### src/rtl/lrs_pkg.sv
package lrs_pkg;
  // ****************************************************
  // Register map (byte offsets on the plain port)
  // ****************************************************
  localparam logic [2:0] ADDR_CTRL = 3'h0;
  localparam logic [2:0] ADDR_XPTR = 3'h1;
  localparam logic [2:0] ADDR_YPTR = 3'h2;
  localparam logic [2:0] ADDR_DATA = 3'h3;
  localparam logic [2:0] ADDR_STAT = 3'h4;

  // CTRL field positions
  localparam int CTRL_DIR = 0;
  localparam int CTRL_CMIR = 1;
  localparam int CTRL_RMIR = 2;
  localparam int CTRL_BRS = 3;
  localparam int CTRL_TRS = 4;
  localparam int CTRL_MUX_LO = 5;
  localparam logic [7:0] CTRL_RESET = 8'h80;

  // ****************************************************
  // Write pointer limits
  // ****************************************************
  localparam logic [7:0] COL_LAST = 8'h84;
  localparam logic [7:0] COL_FIRST = 8'h00;
  localparam logic [3:0] BANK_LAST = 4'h7;
  localparam logic [3:0] BANK_ICON = 4'h8;
  localparam logic [3:0] BANK_FIRST = 4'h0;

  // ****************************************************
  // Multiplex codes and non-icon line counts
  // ****************************************************
  localparam logic [2:0] MUX_17 = 3'h0;
  localparam logic [2:0] MUX_26 = 3'h1;
  localparam logic [2:0] MUX_33 = 3'h2;
  localparam logic [2:0] MUX_49 = 3'h3;
  localparam logic [6:0] LEN_17 = 7'h10;
  localparam logic [6:0] LEN_26 = 7'h19;
  localparam logic [6:0] LEN_33 = 7'h20;
  localparam logic [6:0] LEN_49 = 7'h30;
  localparam logic [6:0] LEN_65 = 7'h40;

  // ****************************************************
  // Row pad blocks
  // ****************************************************
  localparam logic [6:0] ICON_RAM_ROW = 7'h40;
  localparam logic [6:0] ICON_PAD_TOP = 7'h30;
  localparam logic [6:0] BOT_A_HI = 7'h0F;
  localparam logic [6:0] BOT_B_LO = 7'h21;
  localparam logic [6:0] BOT_B_HI = 7'h2F;
  localparam logic [6:0] BOT_B_SUM = 7'h50;
  localparam logic [6:0] TOP_A_LO = 7'h10;
  localparam logic [6:0] TOP_A_HI = 7'h20;
  localparam logic [6:0] TOP_A_SUM = 7'h30;
  localparam logic [6:0] TOP_B_LO = 7'h30;
  localparam logic [6:0] TOP_B_HI = 7'h40;
  localparam logic [6:0] TOP_B_SUM = 7'h70;
endpackage

### src/rtl/lrs_seq.sv
// Our own choices: the address-and-strobe port and the placing of the registers.
`timescale 1ns/1ps
`default_nettype none

// Functional notes
// - Vertical auto-advance when direction bit is 1, horizontal when 0.
// - Auto-advance never enters the icon bank; host loads bank 8.
// - At bank 8 column wrap leaves the bank pointer at 8.
// - Icon writes step the column alike in both modes, mirror sets sense.
// - Column mirror only steers new writes; stored data is untouched.
// - Vertical plain: bank 0..7 wraps, column increments, 127 sets page.
// - Plain modes: after bank 7 column 132 wrap to bank 0 column 0.
// - Vertical mirrored: bank wraps, column decrements, page toggles.
// - Horizontal plain: column 0..132 then wraps, bank increments.
// - Horizontal mirrored: column 132 down to 0, wraps, bank increments.
// - Mirrored modes: after bank 7 column 0 wrap to bank 0 column 132.
// - Refresh read addresses are generated internally per multiplex rate.
// - Row mirror reverses drive order from the next line launched, no RAM rewrite.
// - Bottom swap reverses row order inside each bottom-edge block.
// - Top swap reverses row order inside each top-edge block.
// - RAM rows are read linearly from zero, then the icon row.
// - No swaps: rows 0..N-2 then icon pad 64; mirror reverses.
// - Bottom swap only: 15..0, 16..32, 47..33, 48..64 at 1:65.
// - Top swap only: icon on pad 48, blocks 16..32, 48..64 reversed.
// - Both swaps: all four blocks reversed, icon on pad 48.
// - Column pointer 7 bits plus page bit; bank pointer 0..8.
// - Pointers advance only on accepted data writes.
// - Column mirror maps pointer value v to column 132 minus v.
module lrs_seq #(
  parameter int LINE_CYCLES = 64
) (
  input wire logic i_clk,
  input wire logic i_rst_n,
  input wire logic [2:0] i_addr,
  input wire logic [7:0] i_wdata,
  input wire logic i_wr,
  input wire logic i_rd,
  output logic [7:0] o_rdata,
  output logic o_ram_we,
  output logic [7:0] o_ram_col,
  output logic [3:0] o_ram_bank,
  output logic [7:0] o_ram_data,
  output logic o_scan_strobe,
  output logic [6:0] o_scan_row,
  output logic [6:0] o_scan_ram_row
);

  // ****************************************************
  // Helpers
  // ****************************************************
  function automatic logic [6:0] mux_len(input logic [2:0] m);
    unique case (m)
      lrs_pkg::MUX_17: mux_len = lrs_pkg::LEN_17;
      lrs_pkg::MUX_26: mux_len = lrs_pkg::LEN_26;
      lrs_pkg::MUX_33: mux_len = lrs_pkg::LEN_33;
      lrs_pkg::MUX_49: mux_len = lrs_pkg::LEN_49;
      default: mux_len = lrs_pkg::LEN_65;
    endcase
  endfunction

  // Pad for a scan step; swaps act on pads after the mirror
  function automatic logic [6:0] pad_row(input logic [6:0] k,
      input logic [6:0] len, input logic my, input logic bottom_row_swap,
      input logic top_row_swap);
    logic [6:0] p;
    p = k;
    if (k >= len) begin
      p = top_row_swap ? lrs_pkg::ICON_PAD_TOP : lrs_pkg::ICON_RAM_ROW;
    end else begin
      if (my) begin
        p = len - 7'h01 - k;
      end
      if (bottom_row_swap) begin
        if (p <= lrs_pkg::BOT_A_HI) begin
          p = lrs_pkg::BOT_A_HI - p;
        end else if (p >= lrs_pkg::BOT_B_LO && p <= lrs_pkg::BOT_B_HI) begin
          p = lrs_pkg::BOT_B_SUM - p;
        end
      end
      if (top_row_swap) begin
        if (p >= lrs_pkg::TOP_A_LO && p <= lrs_pkg::TOP_A_HI) begin
          p = lrs_pkg::TOP_A_SUM - p;
        end else if (p >= lrs_pkg::TOP_B_LO && p <= lrs_pkg::TOP_B_HI) begin
          p = lrs_pkg::TOP_B_SUM - p;
        end
      end
    end
    pad_row = p;
  endfunction

  // Next {bank, page+column} after one data write
  function automatic logic [11:0] advance(input logic [3:0] y,
      input logic [7:0] c, input logic vert, input logic mir);
    logic [7:0] c_up;
    logic [7:0] c_dn;
    logic [3:0] y_up;
    c_up = (c == lrs_pkg::COL_LAST) ? lrs_pkg::COL_FIRST : c + 8'h01;
    c_dn = (c == lrs_pkg::COL_FIRST) ? lrs_pkg::COL_LAST : c - 8'h01;
    y_up = (y == lrs_pkg::BANK_LAST) ? lrs_pkg::BANK_FIRST : y + 4'h1;
    if (y == lrs_pkg::BANK_ICON) begin
      advance = {y, mir ? c_dn : c_up};
    end else if (vert) begin
      // Bank runs first, column steps on bank wrap
      if (y == lrs_pkg::BANK_LAST) begin
        advance = {y_up, mir ? c_dn : c_up};
      end else begin
        advance = {y_up, c};
      end
    end else if (mir) begin
      if (c == lrs_pkg::COL_FIRST) begin
        advance = {y_up, c_dn};
      end else begin
        advance = {y, c_dn};
      end
    end else if (c == lrs_pkg::COL_LAST) begin
      advance = {y_up, c_up};
    end else begin
      advance = {y, c_up};
    end
  endfunction

  // ****************************************************
  // Register file and write pointers
  // ****************************************************
  logic [7:0] ctrl_r, ctrl_nxt;
  logic [7:0] col_r, col_nxt;
  logic [3:0] bank_r, bank_nxt;
  logic [7:0] rdata_r, rdata_nxt;
  logic we_r, we_nxt;
  logic [7:0] wcol_r, wcol_nxt;
  logic [3:0] wbank_r, wbank_nxt;
  logic [7:0] wdat_r, wdat_nxt;
  logic [6:0] step_r, step_nxt;
  logic data_wr;
  logic cmir;
  logic [11:0] adv;

  assign data_wr = i_wr && (i_addr == lrs_pkg::ADDR_DATA);
  assign cmir = ctrl_r[lrs_pkg::CTRL_CMIR];
  assign adv = advance(bank_r, col_r, ctrl_r[lrs_pkg::CTRL_DIR], cmir);

  always_comb begin
    ctrl_nxt = ctrl_r;
    col_nxt = col_r;
    bank_nxt = bank_r;
    rdata_nxt = 8'h00;
    we_nxt = 1'b0;
    wcol_nxt = wcol_r;
    wbank_nxt = wbank_r;
    wdat_nxt = wdat_r;
    if (i_wr) begin
      unique case (i_addr)
        lrs_pkg::ADDR_CTRL: ctrl_nxt = i_wdata;
        lrs_pkg::ADDR_XPTR: col_nxt = i_wdata;
        lrs_pkg::ADDR_YPTR: bank_nxt = i_wdata[3:0];
        lrs_pkg::ADDR_DATA: begin
          // Mirror picks the column of this byte and the step sense
          we_nxt = 1'b1;
          wcol_nxt = cmir ? lrs_pkg::COL_LAST - col_r : col_r;
          wbank_nxt = bank_r;
          wdat_nxt = i_wdata;
          {bank_nxt, col_nxt} = adv;
        end
        default: begin
        end
      endcase
    end
    if (i_rd) begin
      unique case (i_addr)
        lrs_pkg::ADDR_CTRL: rdata_nxt = ctrl_r;
        lrs_pkg::ADDR_XPTR: rdata_nxt = col_r;
        lrs_pkg::ADDR_YPTR: rdata_nxt = {4'h0, bank_r};
        lrs_pkg::ADDR_STAT: rdata_nxt = {1'b0, step_r};
        default: rdata_nxt = 8'h00;
      endcase
    end
  end

  always_ff @(posedge i_clk) begin
    if (!i_rst_n) begin
      ctrl_r <= lrs_pkg::CTRL_RESET;
      col_r <= lrs_pkg::COL_FIRST;
      bank_r <= lrs_pkg::BANK_FIRST;
      rdata_r <= 8'h00;
      we_r <= 1'b0;
      wcol_r <= 8'h00;
      wbank_r <= 4'h0;
      wdat_r <= 8'h00;
    end else begin
      ctrl_r <= ctrl_nxt;
      col_r <= col_nxt;
      bank_r <= bank_nxt;
      rdata_r <= rdata_nxt;
      we_r <= we_nxt;
      wcol_r <= wcol_nxt;
      wbank_r <= wbank_nxt;
      wdat_r <= wdat_nxt;
    end
  end

  // ****************************************************
  // Refresh row scan
  // ****************************************************
  logic [15:0] tick_r, tick_nxt;
  logic strobe_r, strobe_nxt;
  logic [6:0] srow_r, srow_nxt;
  logic [6:0] sram_r, sram_nxt;
  logic [7:0] ctrl_line_r, ctrl_line_nxt;
  logic [6:0] len;

  assign len = mux_len(ctrl_r[lrs_pkg::CTRL_MUX_LO +: 3]);

  always_comb begin
    tick_nxt = tick_r + 16'h0001;
    step_nxt = step_r;
    strobe_nxt = 1'b0;
    srow_nxt = srow_r;
    sram_nxt = sram_r;
    ctrl_line_nxt = ctrl_line_r;
    if (tick_r == 16'(LINE_CYCLES - 1)) begin
      // Control in force for the line being launched
      ctrl_line_nxt = ctrl_r;
      // Settings are sampled per line, so mirror acts on the next line
      tick_nxt = 16'h0000;
      strobe_nxt = 1'b1;
      srow_nxt = pad_row(step_r, len, ctrl_r[lrs_pkg::CTRL_RMIR],
          ctrl_r[lrs_pkg::CTRL_BRS], ctrl_r[lrs_pkg::CTRL_TRS]);
      sram_nxt = (step_r >= len) ? lrs_pkg::ICON_RAM_ROW : step_r;
      step_nxt = (step_r >= len) ? 7'h00 : step_r + 7'h01;
    end
  end

  always_ff @(posedge i_clk) begin
    if (!i_rst_n) begin
      tick_r <= 16'h0000;
      step_r <= 7'h00;
      strobe_r <= 1'b0;
      srow_r <= 7'h00;
      sram_r <= 7'h00;
      ctrl_line_r <= lrs_pkg::CTRL_RESET;
    end else begin
      ctrl_line_r <= ctrl_line_nxt;
      tick_r <= tick_nxt;
      step_r <= step_nxt;
      strobe_r <= strobe_nxt;
      srow_r <= srow_nxt;
      sram_r <= sram_nxt;
    end
  end

  assign o_rdata = rdata_r;
  assign o_ram_we = we_r;
  assign o_ram_col = wcol_r;
  assign o_ram_bank = wbank_r;
  assign o_ram_data = wdat_r;
  assign o_scan_strobe = strobe_r;
  assign o_scan_row = srow_r;
  assign o_scan_ram_row = sram_r;
endmodule // lrs_seq

`default_nettype wire

### config.mk
export PLATFORM = sky130hd
export DESIGN_NAME = lrs_seq
export DESIGN_NICKNAME = d
export VERILOG_FILES = /design/src/rtl/lrs_pkg.sv /design/src/rtl/lrs_seq.sv
export SDC_FILE = /design/constraint.sdc
export NUM_CORES = 1
export LEC_CHECK = 0
export ABC_AREA = 1
export BUFFER_PORTS_ARGS = -buffer_cell sky130_fd_sc_hd__buf_2
export CORE_MARGIN = 5
export CORE_UTILIZATION = 59
export DETAILED_ROUTE_END_ITERATION = 12
export GPL_ROUTABILITY_DRIVEN = 0
export GPL_TIMING_DRIVEN = 0
export PLACE_DENSITY = 0.83
export SLEW_MARGIN = 20
export SYNTH_ARGS = -nofsm -noshare
export SYNTH_HDL_FRONTEND = slang
export SYNTH_SLANG_ARGS = --single-unit
### constraint.sdc
create_clock -name i_clk -period 4.15 [get_ports i_clk]
set_clock_uncertainty 0.05 [all_clocks]
set_input_delay 0.415 -clock i_clk [delete_from_list [all_inputs] [get_ports i_clk]]
set_output_delay 0.415 -clock i_clk [all_outputs]
set_load 0.05 [all_outputs]
### Word-level counts from Yosys, hierarchy flattened

Cells that the tools add are included.
Widths: inputs -> output; s select.

* register bits after elaboration: 87
* bits of input ports: 15
* output and inout port bits: 44
* word-level logic and storage cells: 96

* add/sub/neg operators: 12
* magnitude comparators: 8
* eq/ne operators: 15
* multiplexer cells: 32
* bitwise operators: 1
* reduce and logical (&&, ||, !) cells: 15

Operator list (number)
* $mux 7: 15
* $mux 12: 5
* $mux 8: 5
* $pmux 8 s4: 1
* $pmux 7 s4: 1
* $add 16x1->16 const B: 1
* $eq 16x6->1 const B: 1
* $pmux 8 s2: 1
* $ge 7x6->1 const B: 2
* $le 7x6->1 const B: 2
* $sub 7x7->7 const A: 2
* $eq 3x2->1 const B: 4
* $add 8x1->8 const B: 1
* $eq 8x8->1 const B: 1
* $logic_not 8->1: 1
* $ne 4x3->1 const B: 2
* $pmux 4 s2: 1
* $reduce_and 2->1: 4
* $sub 8x1->8 const B: 1
* $sub 8x8->8 const A: 1
* $add 7x1->7 const B: 1
* $ge 7x5->1 const B: 1
* $ge 7x7->1: 1
* $le 7x4->1 const B: 1
* 21 further kinds: 27

### Logic depth before layout (Yosys ltp)

* depth in word-level cells: 20
* mapped depth: 28
* mapped depth without buffers: 28

### Worst setup path after synthesis

Ideal clock, no wire load.

* path kind: flip-flop to flip-flop
* start: register ctrl_r[7]
* end: register srow_r[4] (netlist: o_scan_row[4])
* setup time: 0.113 ns
* arrival time: 2.719 ns
* required time: 3.987 ns
* setup slack: 1.267 ns
* cell stages (with the launch flop): 26
* buffers on the path: 0
* period minus slack after synthesis: 2.883 ns
* cell sequence: dfxtp_1 -> inv_2 -> nand3_4 -> ha_1 -> inv_1 -> nor2_1 -> nand2_1 -> nand3_1 -> nand3_1 -> nand2_2 -> nand3_1 -> inv_1 -> ha_1 -> nand3_2 -> nand2_4 -> nand2_4 -> nand2_1 -> nand2_1 -> inv_2 -> nand2_2 -> nor2_2 -> nand3_1 -> nand3_1 -> nand2_1 -> nand2_1 -> nand2_1

* longest elaborated chain between the ends: 20
* elaborated cells between the ends (all ways): 34
* those cells by class: add/sub (6); order compare (8); eq/ne (3); mux (13); reduce/logical (4)

Ends and longest elaborated chain
* start, declared: line lrs_seq.sv:125 `logic [7:0] ctrl_r, ctrl_nxt;`
* start signal, assigned: line lrs_seq.sv:181 `ctrl_r <= lrs_pkg::CTRL_RESET;`
* start signal, assigned: line lrs_seq.sv:190 `ctrl_r <= ctrl_nxt;`
* $eq 3x2->1 (tied with other cells): line lrs_seq.sv:52 `unique case (m)`
* $pmux 7 s4 (*): line lrs_seq.sv:52
* $sub 7x1->7: line lrs_seq.sv:71 `p = len - 7'h01 - k;`
* $sub 7x7->7: line lrs_seq.sv:71
* $mux 7: line lrs_seq.sv:70 `if (my) begin`
* $mux 7: line lrs_seq.sv:67 `if (k >= len) begin`
* $mux 7: line lrs_seq.sv:220 `if (tick_r == 16'(LINE_CYCLES - 1)) begin`
* $ge 7x6->1 or $le 7x6->1 (tied branches): line lrs_seq.sv:76 `end else if (p >= lrs_pkg::BOT_B_LO && p <= lrs_pkg::BOT_B_HI) begin`
* [... 4 more ...]
* $mux 7: line lrs_seq.sv:67
* $mux 7: line lrs_seq.sv:220
* $ge 7x6->1 or $le 7x7->1 (tied branches): line lrs_seq.sv:83 `end else if (p >= lrs_pkg::TOP_B_LO && p <= lrs_pkg::TOP_B_HI) begin`
* $logic_and 1x1->1: line lrs_seq.sv:83
* $mux 7: line lrs_seq.sv:83
* $mux 7: line lrs_seq.sv:81 `if (p >= lrs_pkg::TOP_A_LO && p <= lrs_pkg::TOP_A_HI) begin`
* $mux 7: line lrs_seq.sv:80 `if (top_row_swap) begin`
* $mux 7 (*): line lrs_seq.sv:67
* end signal, assigned: line lrs_seq.sv:246 `srow_r <= srow_nxt;`
* end, declared: line lrs_seq.sv:206 `logic [6:0] srow_r, srow_nxt;`

Mark *: on every way between the ends. The rest lies on a longest branch, timed or not. The select of a mux whose other input is x is not followed.
A chain may end at the register's enable or synchronous reset.

### Final worst setup path

* start: register step_r[4]
* end: register srow_r[5] (netlist: o_scan_row[5])

* longest elaborated chain between the ends: 17
* elaborated cells between the ends (all ways): 28
* those cells by class: add/sub (5); order compare (8); mux (12); reduce/logical (3)

Ends and longest elaborated chain
* start, declared: line lrs_seq.sv:133 `logic [6:0] step_r, step_nxt;`
* start signal, assigned: line lrs_seq.sv:244 `step_r <= step_nxt;`
* $sub 7x7->7: line lrs_seq.sv:71
* $mux 7: line lrs_seq.sv:70
* $mux 7: line lrs_seq.sv:67
* $mux 7: line lrs_seq.sv:220
* $ge 7x6->1 or $le 7x6->1 (tied branches): line lrs_seq.sv:76
* $logic_and 1x1->1: line lrs_seq.sv:76
* $mux 7: line lrs_seq.sv:76
* $mux 7: line lrs_seq.sv:74 `if (p <= lrs_pkg::BOT_A_HI) begin`
* $mux 7: line lrs_seq.sv:73 `if (bottom_row_swap) begin`
* $mux 7: line lrs_seq.sv:67
* $mux 7: line lrs_seq.sv:220
* $ge 7x6->1 or $le 7x7->1 (tied branches): line lrs_seq.sv:83
* $logic_and 1x1->1: line lrs_seq.sv:83
* $mux 7: line lrs_seq.sv:83
* $mux 7: line lrs_seq.sv:81
* $mux 7: line lrs_seq.sv:80
* $mux 7 (*): line lrs_seq.sv:67

Marked as above.

==> reports/results.txt <==
YS warnings: 0
syn_nets: 765
CTS Buf Count: 9
fmax: 288.5 MHz
met1 Use GR: 33.40%
met3 Usage GRT: 6.405%
final hold vios: 0
WS Path Type: reg -> reg
# IOs: 59
htree depth: 3
gr usage total: 25.96%
Worst EP required: 4.36 ns
Synth top area share: 35.11%
cell count after synthesis: 733
Via Count: 5157
CORE AREA: 8217 um^2
worst vdd ir: 0.2535 mV
initial antenna violation count: 0
fillers: 758
# setup viols final: 0
area leader, netlist: dfxtp_1
Die Height: 101.7 um
fin nets: 834
Die ar.: 10340 um^2
unrepaired setup endpoints after global routing: false
Slew @ Worst Pin: 0.8959 ns
total wire length: 13050 um
Hold Buf Count CTS: 0
DRT Pass-1 Iters: 5
routing usage on met2: 42.76%
Post-Syn Area: 4961 um^2
share of cells above drive strength 1: 14.27%
Worst-path clk slew: 0.09 ns
Seq/Total Area, Yosys: 35.11%
starting DRC count in detailed routing: 362
P&R area growth vs syn: 12.38%
Multi-input gate area: 2733 um^2
Commonest cells post-synth: nand2_1 (160), inv_1 (88), dfxtp_1 (87)
Sequential Area: 1742 um^2
most numerous cell in the Yosys netlist: nand2_1
total power draw: 1.686 mW
FF-to-FF path depth: 24
Worst Setup Start Kind: flip-flop
DRC viols: 0
vias in the first global route: 4863
setup bufs post-CTS: 0
EDFF count, synth: 0
CTS tree: done
Root Driver: clkbuf_8
Post-Place Setup Slack: 0.7659 ns
row count: 33
CTS Buffer Depth: 2
wire length of the first global-routing pass: 21820 um
Max Cap Viol: 0
Overflow after GRT: 0
Vias/cell: 5.661
#FFs+latches synth: 87
post-cts resize count: 0
largest net degree at the start of global routing: 16
fin. max-slew vios: 0
GRT Max-Usage Layer: met2
Leak: 2.635 nW
Setup crit end kind: flip-flop
slew margin rel.: 39.81%
Hold Path Depth: 3
synth unique cells: 38
hpwl dp: 10030 um
main area contributors after synthesis: dfxtp_1 (35%), nand2_1 (12%), inv_1 (6.7%)
# clock sinks: 87
HP Class: in -> reg
CP max FO: 7
asr flop ratio synth: 0%
min cycle time layout: 3.466 ns
final worst slack: 0.6843 ns
Initial Util: 60.38%
DR WL/cell: 14.33 um
syn avg cell area: 6.768 um^2
Synth Flop Type: dfxtp_1
status: completed
ant diodes: 0
Worst-Skew Late Latency: 0.37 ns
IO Port Bufs: 58
Power Density: 302.4 nW/um^2
fin crit share: 83.51%
CP Data Arrival Time: 3.68 ns
TNS Setup: 0 ns
die span in x: 101.7 um
Routed Antenna Nets: 0
[power by group]
| part | internal [mW] | switching [mW] |
|---|---|---|
| clock network | 0.281 | 0.315 |
| registers | 0.852 | 0.0114 |
| logic | 0.0651 | 0.162 |
| total | 1.20 | 0.488 |
[worst max-delay path, stage by stage, from the launching register on]
cell and delay (ns):
dfxtp_1 0.41, inv_1 0.16, ha_1 0.44, nand2_1 0.08, nor3_1 0.22, nand2_2 0.13
nand3_2 0.08, nand2_1 0.06, nand3_1 0.10, nand3_1 0.10, inv_1 0.14, ha_1 0.18
nand3_2 0.11, nand2_4 0.14, nand2_4 0.09, nand2_1 0.07, nand2_1 0.09, inv_2 0.08
nand2_2 0.10, nor2_2 0.16, nand3_1 0.10, nand3_1 0.09, nand2_1 0.05, nand2_1 0.06
nand2_1 0.05
[worst paths after layout]
check	slack, ns	start	end
setup / recovery	0.68	step_r[4]	o_scan_row[5]
setup reg to reg	0.68	step_r[4]	o_scan_row[5]
hold reg to reg	0.41	o_scan_row[1]	o_scan_row[1]
hold / removal	0.27	i_wdata[4]	o_ram_data[4]
[logic make-up after synthesis]
logic type | count (synthesis) | share of synthesized area, %
flip-flops | 87 | 35.11
AND/OR/NAND/NOR | 346 | 31.63
buffers and inverters | 126 | 9.811
adder cells (fa/ha/maj) | 17 | 4.287
XOR/XNOR | 15 | 2.648
AO/OA/AOI/OAI | 142 | 16.52
[final cells by class]
type / instances / area share (%)
Buffer: 22 / 1.728
Clock buffer: 9 / 2.222
Clock inverter: 6 / 1.234
Inverter: 104 / 7.002
Multi-Input combinational cell: 520 / 49.01
Sequential cell: 87 / 31.24
Tap cell: 105 / 2.356
Timing Repair Buffer: 58 / 5.206
[registers in the layout, indices dropped and copies added (netlist names), 8 cells and up]
register,count
tick_r,16
col_r,8
ctrl_r,8
o_ram_col,8
o_ram_data,8
o_rdata,8
[layout by cell type (no fill, tap or decap), types with 4 or more instances in the layout]
cell        n
nor3b_1     5
nand4_1    11
a21oi_1    42
inv_2      14
xor2_1     12
nor2_1     78
a31oi_1     9
clkbuf_8    9
a221oi_1    6
nor3_1     14
ha_1       17
nand2_1   160
o21ai_1     4
nand3_1    50
nor4_1      6
o21ai_0    55
o22ai_1     4
nand2_2     7
inv_1      88
clkbuf_1   18
dfxtp_1    87
o221ai_1    9
buf_2      60
[per-stage QoR]
| step | util, % | hold slack (ns) | cells | instance area [um^2] |
|---|---|---|---|---|
| floorplan | - | 0.3676 | 733 | 4961 |
| global route | 67.85 | 0.2770 | 911 | 5575 |
| CTS | 67.85 | 0.2659 | 911 | 5575 |
| global placement | 65.51 | 0.3814 | 896 | 5383 |
| finish | 67.85 | 0.2710 | 911 | 5575 |
| detailed placement | 65.51 | 0.3943 | 896 | 5383 |
[routing by layer]
layer	vias to the layer above	routed length (um)
met5	-	0
met4	0	308
met3	37	995
met2	188	5982
met1	2375	5765
li1	2557	-
Note: power is estimated with default switching activity, not from simulation.
